### src/verilog/hbsir_defs.vh
`ifndef HBSIR_DEFS_VH
`define HBSIR_DEFS_VH
// ----------------------------------------
// Field positions
// ----------------------------------------
`define HBSIR_ADDR_W 15
`define HBSIR_DEC_LSB 4
`define HBSIR_DEC_MSB 15
`define HBSIR_BASE_HI_W 8
`define HBSIR_IRQ_SEL_W 2
`define HBSIR_IRQ_PINS 4
`define HBSIR_DATA_W 32
`define HBSIR_BE_W 4
// ----------------------------------------
// Reset values and the all-lanes constant
// ----------------------------------------
`define HBSIR_BASE_HI_RST 8'h30
`define HBSIR_IRQ_SEL_RST 2'h0
`define HBSIR_IRQ_OE_RST 4'h1
`define HBSIR_LANES_RST 4'h0
`define HBSIR_LANES_ALL 4'hf
`endif

### src/verilog/hbsir_sync2.v
`timescale 1ns/100ps
`default_nettype none
// ----------------------------------------
// Two-flop synchroniser for pin inputs
// ----------------------------------------
module hbsir_sync2 #(
  parameter RST_VAL = 1'b0
) (
  input wire clk_i,
  input wire resetn_i,
  input wire ce_i,
  input wire d_i,
  output wire q_o
);
  reg meta;
  reg sync;
  // First stage feeds only the second
  always @(posedge clk_i or negedge resetn_i) begin
    if (!resetn_i) begin
      meta <= RST_VAL;
      sync <= RST_VAL;
    end else if (ce_i) begin
      meta <= d_i;
      sync <= meta;
    end
  end
  assign q_o = sync;
endmodule // hbsir_sync2
`default_nettype wire

### src/verilog/hbsir_top.v
// What this block does
// Burst mode: sample ready-return on falling clock
// Host drives ready-return low to complete reads; burst cycles here complete on ready-return high instead
// One interrupt pin driven, others floated
// Interrupt pin chosen by two-bit select field
// Decode output needs address enable low, match
// Decode output purely combinational, unlatched address
// Chip select grants datapath, ignores address
// Datapath bursts move full 32-bit words
// Byte enables ignored during datapath access
// Style input picks VL or burst cycles
// Address decode only while address enable low
// Select values 0..3 map to pins 0..3
`timescale 1ns/100ps
`default_nettype none
`include "hbsir_defs.vh"
module hbsir_top (
  input wire clk_i,
  input wire resetn_i,
  input wire ce_i,
  // Host address side
  input wire [`HBSIR_ADDR_W:1] addr_i,
  input wire addr_enable_n_i,
  input wire [`HBSIR_BE_W-1:0] byte_lane_enable_n_i,
  input wire datapath_chip_select_n_i,
  input wire sync_bus_style_n_i,
  input wire local_bus_clock_i,
  input wire ready_return_n_i,
  // Configuration
  input wire [`HBSIR_BASE_HI_W-1:0] io_base_high_i,
  input wire [`HBSIR_IRQ_SEL_W-1:0] irq_line_select_i,
  input wire irq_i,
  // Synchronous cycle from the core
  input wire sync_req_i,
  output wire sync_done_o,
  output wire sync_pending_o,
  output wire burst_mode_o,
  // Datapath access
  output wire datapath_access_o,
  output wire [`HBSIR_BE_W-1:0] eff_byte_enable_o,
  output wire register_access_o,
  // Pins
  output wire local_device_decode_n_o,
  output wire [`HBSIR_IRQ_PINS-1:0] irq_out_pins_o,
  output wire [`HBSIR_IRQ_PINS-1:0] irq_out_pins_oe_o
);
  // ----------------------------------------
  // Address decode
  // ----------------------------------------
  // No register in path: host sees decode within its own address phase
  // Only A15..A8 carry the base; A7..A4 must be zero, so the window
  // spans the sixteen bytes that A3..A1 select
  wire dec_match;
  assign dec_match = (addr_i[`HBSIR_DEC_MSB:`HBSIR_DEC_LSB] == {io_base_high_i, 4'h0});
  assign local_device_decode_n_o = ~(~addr_enable_n_i & dec_match);
  // ----------------------------------------
  // Pin synchronisers
  // ----------------------------------------
  // Every sampled pin level crosses into clk_i through two flops first
  wire local_bus_clock_s;
  wire rdy_n_s;
  wire dcs_n_s;
  wire style_n_s;
  wire [`HBSIR_BE_W-1:0] be_n_s;
  wire dec_n_s;
  hbsir_sync2 #(.RST_VAL(1'b0)) u_sync_local_bus_clock (
    .clk_i(clk_i), .resetn_i(resetn_i), .ce_i(ce_i),
    .d_i(local_bus_clock_i), .q_o(local_bus_clock_s));
  hbsir_sync2 #(.RST_VAL(1'b1)) u_sync_rdy (
    .clk_i(clk_i), .resetn_i(resetn_i), .ce_i(ce_i),
    .d_i(ready_return_n_i), .q_o(rdy_n_s));
  hbsir_sync2 #(.RST_VAL(1'b1)) u_sync_dcs (
    .clk_i(clk_i), .resetn_i(resetn_i), .ce_i(ce_i),
    .d_i(datapath_chip_select_n_i), .q_o(dcs_n_s));
  hbsir_sync2 #(.RST_VAL(1'b1)) u_sync_style (
    .clk_i(clk_i), .resetn_i(resetn_i), .ce_i(ce_i),
    .d_i(sync_bus_style_n_i), .q_o(style_n_s));
  // Lanes and the decode hit are pin levels too, so they get the same
  // two stages; the decode pin itself stays unregistered
  hbsir_sync2 #(.RST_VAL(1'b1)) u_sync_be0 (
    .clk_i(clk_i), .resetn_i(resetn_i), .ce_i(ce_i),
    .d_i(byte_lane_enable_n_i[0]), .q_o(be_n_s[0]));
  hbsir_sync2 #(.RST_VAL(1'b1)) u_sync_be1 (
    .clk_i(clk_i), .resetn_i(resetn_i), .ce_i(ce_i),
    .d_i(byte_lane_enable_n_i[1]), .q_o(be_n_s[1]));
  hbsir_sync2 #(.RST_VAL(1'b1)) u_sync_be2 (
    .clk_i(clk_i), .resetn_i(resetn_i), .ce_i(ce_i),
    .d_i(byte_lane_enable_n_i[2]), .q_o(be_n_s[2]));
  hbsir_sync2 #(.RST_VAL(1'b1)) u_sync_be3 (
    .clk_i(clk_i), .resetn_i(resetn_i), .ce_i(ce_i),
    .d_i(byte_lane_enable_n_i[3]), .q_o(be_n_s[3]));
  hbsir_sync2 #(.RST_VAL(1'b1)) u_sync_dec (
    .clk_i(clk_i), .resetn_i(resetn_i), .ce_i(ce_i),
    .d_i(local_device_decode_n_o), .q_o(dec_n_s));
  // ----------------------------------------
  // Local clock edge detect
  // ----------------------------------------
  // Resets low like the idle link clock, so no false rise follows reset
  // Limitation: link clock must stay below a quarter of clk_i
  reg local_bus_clock_d;
  always @(posedge clk_i or negedge resetn_i) begin
    if (!resetn_i) begin
      local_bus_clock_d <= 1'b0;
    end else if (ce_i) begin
      local_bus_clock_d <= local_bus_clock_s;
    end
  end
  wire local_bus_clock_fall;
  wire local_bus_clock_rise;
  assign local_bus_clock_fall = local_bus_clock_d & ~local_bus_clock_s;
  assign local_bus_clock_rise = ~local_bus_clock_d & local_bus_clock_s;
  // ----------------------------------------
  // Completion qualifiers
  // ----------------------------------------
  // Ready and the link clock share sync depth, so both are seen together
  // Burst ends on a fall with ready high, VL on a rise with ready low
  wire burst_ready_seen;
  wire vl_ready_seen;
  assign burst_ready_seen = local_bus_clock_fall & rdy_n_s;
  assign vl_ready_seen = local_bus_clock_rise & ~rdy_n_s;
  // ----------------------------------------
  // Synchronous cycle control
  // ----------------------------------------
  localparam ST_IDLE = 3'h1;
  localparam ST_WAIT = 3'h2;
  localparam ST_DONE = 3'h4;
  reg [2:0] state;
  reg [2:0] next_state;
  reg burst_mode;
  // Style latched per cycle so a mid-cycle pin change cannot split a cycle
  // A style change while a cycle is pending takes effect on the next
  // request only
  always @* begin
    next_state = state;
    case (state)
      ST_IDLE: begin
        if (sync_req_i) begin
          next_state = ST_WAIT;
        end
      end
      ST_WAIT: begin
        // Burst: held until ready-return seen high at a falling edge
        if (burst_mode) begin
          if (burst_ready_seen) begin
            next_state = ST_DONE;
          end
        end else if (vl_ready_seen) begin
          next_state = ST_DONE;
        end
      end
      ST_DONE: begin
        next_state = ST_IDLE;
      end
      default: begin
        next_state = ST_IDLE;
      end
    endcase
  end
  // State register and the style latched at each request
  always @(posedge clk_i or negedge resetn_i) begin
    if (!resetn_i) begin
      state <= ST_IDLE;
      burst_mode <= 1'b0;
    end else if (ce_i) begin
      state <= next_state;
      if (state == ST_IDLE) begin
        burst_mode <= style_n_s;
      end
    end
  end
  // Status straight from the state register
  assign sync_done_o = (state == ST_DONE);
  assign sync_pending_o = (state == ST_WAIT);
  assign burst_mode_o = burst_mode;
  // ----------------------------------------
  // Datapath select and byte lanes
  // ----------------------------------------
  reg dp_access;
  reg [`HBSIR_BE_W-1:0] eff_be;
  reg reg_access;
  // Chip select overrides address, enable and byte lanes; forces full words
  always @(posedge clk_i or negedge resetn_i) begin
    if (!resetn_i) begin
      dp_access <= 1'b0;
      eff_be <= `HBSIR_LANES_RST;
      reg_access <= 1'b0;
    end else if (ce_i) begin
      dp_access <= ~dcs_n_s;
      if (!dcs_n_s) begin
        eff_be <= `HBSIR_LANES_ALL;
        reg_access <= 1'b0;
      end else begin
        // Register hit lags the decode pin by the two sync stages and this register
        eff_be <= ~be_n_s;
        reg_access <= ~dec_n_s;
      end
    end
  end
  assign datapath_access_o = dp_access;
  assign eff_byte_enable_o = eff_be;
  assign register_access_o = reg_access;
  // ----------------------------------------
  // Interrupt pin steering
  // ----------------------------------------
  reg [`HBSIR_IRQ_PINS-1:0] irq_oe;
  reg irq_lvl;
  // Enables follow the select one cycle later; unselected pins float so
  // they never fight another card on a shared line
  // Level delayed with them so pin and enable change together
  always @(posedge clk_i or negedge resetn_i) begin
    if (!resetn_i) begin
      irq_oe <= `HBSIR_IRQ_OE_RST;
      irq_lvl <= 1'b0;
    end else if (ce_i) begin
      irq_oe <= 4'h1 << irq_line_select_i;
      irq_lvl <= irq_i;
    end
  end
  // Data masked by its enable, so a floated pin reads low here
  assign irq_out_pins_o = {`HBSIR_IRQ_PINS{irq_lvl}} & irq_oe;
  assign irq_out_pins_oe_o = irq_oe;
endmodule // hbsir_top
`default_nettype wire

### config.mk
export PLATFORM = sky130hd
export DESIGN_NAME = hbsir_top
export DESIGN_NICKNAME = d
export VERILOG_FILES = /design/src/verilog/hbsir_sync2.v /design/src/verilog/hbsir_top.v
export VERILOG_INCLUDE_DIRS = /design/src /design/src/verilog
export SDC_FILE = /design/constraint.sdc
export NUM_CORES = 1
export LEC_CHECK = 0
export BUFFER_PORTS_ARGS = -buffer_cell sky130_fd_sc_hd__buf_4
export CAP_MARGIN = 15
export CORE_MARGIN = 3
export CORE_UTILIZATION = 40
export DETAILED_ROUTE_END_ITERATION = 12
export GPL_TIMING_DRIVEN = 0
export PLACE_DENSITY = 0.67
export SETUP_SLACK_MARGIN = 0.05
export SLEW_MARGIN = 20
export SYNTH_ARGS = -nofsm -noshare
export SYNTH_HDL_FRONTEND = slang
export SYNTH_SLANG_ARGS = --single-unit
export TNS_END_PERCENT = 100
### constraint.sdc
create_clock -name clk_i -period 3.7 [get_ports clk_i]
set_input_delay 0 -clock clk_i [delete_from_list [all_inputs] [get_ports clk_i]]
set_output_delay 0 -clock clk_i [all_outputs]
set_load 0.02 [all_outputs]
; ---- Word level (Yosys, flattened, before mapping)
; Index checks and enable logic that the tools add are counted.
[totals]
mem_bits_ro = 0
mem_count = 0
input_bits = 39
word_cells = 57
mem_bits_rw = 0
out_inout_bits = 18
latchBits = 0
regBits = 34
[classes]
n_mul = 0
addsub = 0
order_cmp = 0
n_eq_ne = 7
shift = 1
muxes = 7
n_div = 0
reduce_logical = 2
n_bitwise = 14
[op_table]
columns = cell, n
row1 = $eq 12x12->1, 1
row2 = $mux 3, 4
row3 = $not 1->1, 7
row4 = $pmux 3 s2, 1
row5 = $and 1x1->1, 5
row6 = $and 4x4->4, 1
row7 = $mux 4, 1
row8 = $not 4->4, 1
row9 = $reduce_and 4->1, 1
row10 = $shl 1x2->4 const A, 1
row11 = $eq 3x1->1 const B, 1
row12 = $eq 3x2->1 const B, 1
row13 = $eq 3x3->1 const B, 1
row14 = $ne 3x1->1 const B, 1
row15 = $ne 3x3->1 const B, 1
row16 = $ne 2x2->1 const B, 1
row17 = $reduce_and 2->1, 1
row18 = $mux 1, 1

; ---- Longest topological paths before layout
[logic_depth]
depth_word = 6
depth_mapped = 4
ltp_nobuf = 4

; ---- By module
; A second synthesis with hierarchy kept.
[hier_totals]
hier_cells = 111
area_unflattened_um2 = 1466.4
[modules_own_cells]
columns = module, seq_area_each_um2, area_per_inst_um2, cells_each, n_inst
row1 = hbsir_top, 402.9, 793.3, 75, 1
row2 = hbsir_sync2 at u_sync_be0 ..., 52.6, 75.1, 4, 8
row3 = hbsir_sync2 at u_sync_local_bus_clock, 50.0, 72.6, 4, 1

; ---- Worst setup path after synthesis
; No wires, ideal clock.
[synth_path]
kind = flip-flop to flip-flop
start = reg burst_mode, in the netlist burst_mode_o
end = reg state[1]
arrival_time_ns = 1.453
path_buffers = 0
setup_slack_ns = 2.126
period_less_slack_ns = 1.574
path_stages_with_launch = 5
t_required_ns = 3.579
setup_time_ns = 0.121
cell_sequence = dfrtp_1 -> or4b_2 -> nand2_1 -> o31ai_1 -> a22o_1
[synth_via]
elab_chain_len = 2
word_cells_on_any_way = 5
cone_classes = eq/ne: 2 / mux: 2 / reduce/logical: 1
[synth_rtl]
columns = element, line_no
row1 = start: declaration, hbsir_top.v:129  ; reg burst_mode;
row2 = start signal: assignment, hbsir_top.v:167  ; burst_mode <= style_n_s;
row3 = $ne 3x1->1 (no line) (tied with other cells), n/a
row4 = $reduce_and 4->1 (no line) / $pmux 3 s2 (equally long branches), n/a
row5 = end signal: assignment, hbsir_top.v:165  ; state <= next_state;
row6 = end: declaration, hbsir_top.v:127  ; reg [2:0] state;
; Parallel ways exist; a longest one is shown, timed or not.
; A chain may end at the register's enable or synchronous reset.

; ---- Worst setup path in the final report
; Same ends and word-level chain as after synthesis.

==> flow_summary_export.csv <==
group,metric,value,unit
status,status,"completed",
die,start_util,0.428,
pwr,ir_worst_vdd,273,µV
clock_tree,root_buffer,"clkbuf_8",
layout,final_common_cell,"buf_4",
pwr,p_int,716,µW
die,die_x,66.7,µm
synth,ys_warn_count,0,
global_routing,grt_usage,0.173,
pwr,pwr-share-comb,0.225,
clock_tree,cts_tree,"done",
route,vias,1117,
die,coreArea,0.00344,mm²
clock_tree,cts_made_buffers,5,
place,io_buffer_count,52,
global_routing,grt_pass1_wl,5590,µm
worst_setup_path,arrival,1.76,ns
route,wire_per_inst,14.4,µm
sta,holdWs,0.124,ns
sta,clock_skew,0.00817,ns
sta,hold_viol,0,
route,finalWirelength,3330,µm
clock_tree,clk_pin_slew,0.07,ns
synth,async_reset_ff_frac,1.00,
sta,rsz0062_at_grt,"false",
global_routing,antenna_found_initial,0,
min_path,hp-class,"in2reg",
synth,syn_nets,153,
synth,avgSynthCellArea,12.9,µm²
synth,ys_ff_latch,34,
route,viasPerCell,4.81,
pwr,leakage,0.944,nW
layout,seqCellArea,873,µm²
global_routing,grt_pass1_vias,1238,
sta,fin_crit_sh,0.430,
synth,synth_edf_count,0,
synth,ys.flop_type,"dfstp_2",
clock_tree,cts_buffer_depth,2,
die,die_area,0.00445,mm²
layout,diodes,0,
pwr,p_switching,267,µW
pwr,power.share.switching,0.272,
clock_tree,h-tree-depth,2,
layout,layout-drive-gt1-share,0.538,
pwr,pwr-share-clk,0.275,
layout,nNetsFinal,225,
synth,ys_types,28,
worst_setup_path,path_class,"reg2reg",
global_routing,grt_start_max_net_pins,35,
sta,worst_pin_slew,0.637,ns
die,io_pins,57,
worst_setup_path,crit_fanout,4,
sta,slew_violations,0,
clock_tree,clk_latency,0.28,ns
synth,ys_seq_area_frac,0.593,
pwr,power_frac_seq,0.500,
layout,fill_cells,269,
die,rows,21,
route,initialDrtViolationCount,55,
worst_setup_path,cp-end-kind,"register",
route,antenna_left,0,
layout,area_growth,45.1,%
clock_tree,clock-sinks,34,
sta,clock.fmax,0.628,GHz
sta,setup_viol,0,
layout,final_cell_mix,"52 x buf_4, 21 x mux2_2, 18 x dfstp_2",
place,place.gp.congestion,0.705,
die,die_h,66.7,µm
worst_setup_path,worst_setup_path_start_kind,"register",
sta,period_needed,1.59,ns
route,drc,0,
worst_setup_path,cp.required,3.87,ns
route,drtPass1Iterations,4,
pwr,power_density,460,mW/mm²
synth,synth_area,0.00147,mm²
synth,netlist_instances,114,
global_routing,grt.overflow.total,0,
place,dp_hpwl,2400,µm
layout,multi_input_area,559,µm²
sta,fin_tns_setup,0,ns
sta,slew_headroom,0.575,
flow_run,cap_viol_max_count,0,
-- power groups by stage --
| stage | clock [mW] | combinational, mW | sequential (mW) |
|---|---|---|---|
| CTS | 0.277 | 0.224 | 0.492 |
| detailed placement | 0 | 0.212 | 0.497 |
| global route | 0.292 | 0.244 | 0.502 |
| global placement | 0 | 0.204 | 0.491 |
| floorplan | 0 | 0.0985 | 0.506 |
| finish | 0.270 | 0.221 | 0.492 |
-- cell families (layout without fill, tap and decap cells) --
logic type / Yosys count / after routing / synth area share
muxes: 23 / 23 / 0.177
and+or+nand+nor: 25 / 25 / 0.102
xor gates and xnor gates: 8 / 8 / 0.0475
DFF: 34 / 34 / 0.593
buffers and inverters: 11 / 83 / 0.0280
AOI/OAI and AO/OA: 13 / 13 / 0.0526
-- per-stage QoR --
step,utilization,setup slack [ns],power (mW),std cells,cell area [µm²]
6_report,0.621,2.11,0.983,232,2140
5_1_grt,0.621,2.04,1.04,232,2140
4_1_cts,0.621,2.10,0.993,232,2140
3_5_place_dp,0.558,2.11,0.709,212,1920
3_3_place_gp,0.558,2.16,0.695,212,1920
2_1_floorplan,-,2.13,0.605,114,1470
-- what timing repair did --
item | in CTS | in global routing
hold buffers | 13 | 0
setup buffers | 0 | 0
resized for setup | 0 | 0
hold endpoints to repair | 48 | 0
-- Yosys cell counts, types with 2 or more instances --
library cell | count | area share
a21oi_1 | 2 | 0.0068
a31oi_1 | 4 | 0.017
and2_1 | 4 | 0.017
clkbuf_1 | 5 | 0.013
dfrtp_1 | 16 | 0.27
dfstp_2 | 18 | 0.32
inv_1 | 6 | 0.015
mux2_2 | 21 | 0.16
nand2_1 | 3 | 0.0076
nand3_1 | 2 | 0.0068
nand3b_1 | 2 | 0.010
nor2_1 | 5 | 0.013
nor4_1 | 2 | 0.0085
o21ai_0 | 4 | 0.014
xnor2_1 | 2 | 0.012
xor2_1 | 6 | 0.036
-- critical path: stages, from the launching register on --
cell	delay (ns)
dfrtp_1	0.40
or4b_2	0.67
nand2_1	0.11
o31ai_1	0.08
a22o_1	0.22
-- path summary, 6_finish.rpt --
kind                                                   from                           to  slack (ns)  cells past startpoint
min in group asynchronous                          resetn_i         irq_out_pins_oe_o[2]        0.19                      2
worst max register to register                 burst_mode_o                     state[1]        2.11                      4
worst max-delay path                           burst_mode_o                     state[1]        2.11                      4
max in group asynchronous                          resetn_i              u_sync_be3.meta        3.16                      2
worst min-delay path                             addr_i[11]              u_sync_dec.meta        0.12                      4
worst min register to register  u_sync_local_bus_clock.meta  u_sync_local_bus_clock.meta        0.52                      1
-- cell type report --
cell class              instances  share of cell area
plain buffers                   5             0.00878
clock buffers                   7              0.0404
inverters                       6              0.0105
multi-input cells              69               0.262
flip-flops and latches         34               0.408
well taps                      46              0.0269
repair buffers                 65               0.243
-- routing by layer --
| layer | share of wire | vias up | global-route usage |
|---|---|---|---|
| met5 | 0 | - | 0 |
| met4 | 0.015 | 0 | 0.0609 |
| met3 | 0.064 | 5 | 0.0658 |
| met2 | 0.50 | 33 | 0.300 |
| met1 | 0.42 | 541 | 0.193 |
| li1 | - | 538 | - |
Power figures use the tool's default switching activity.
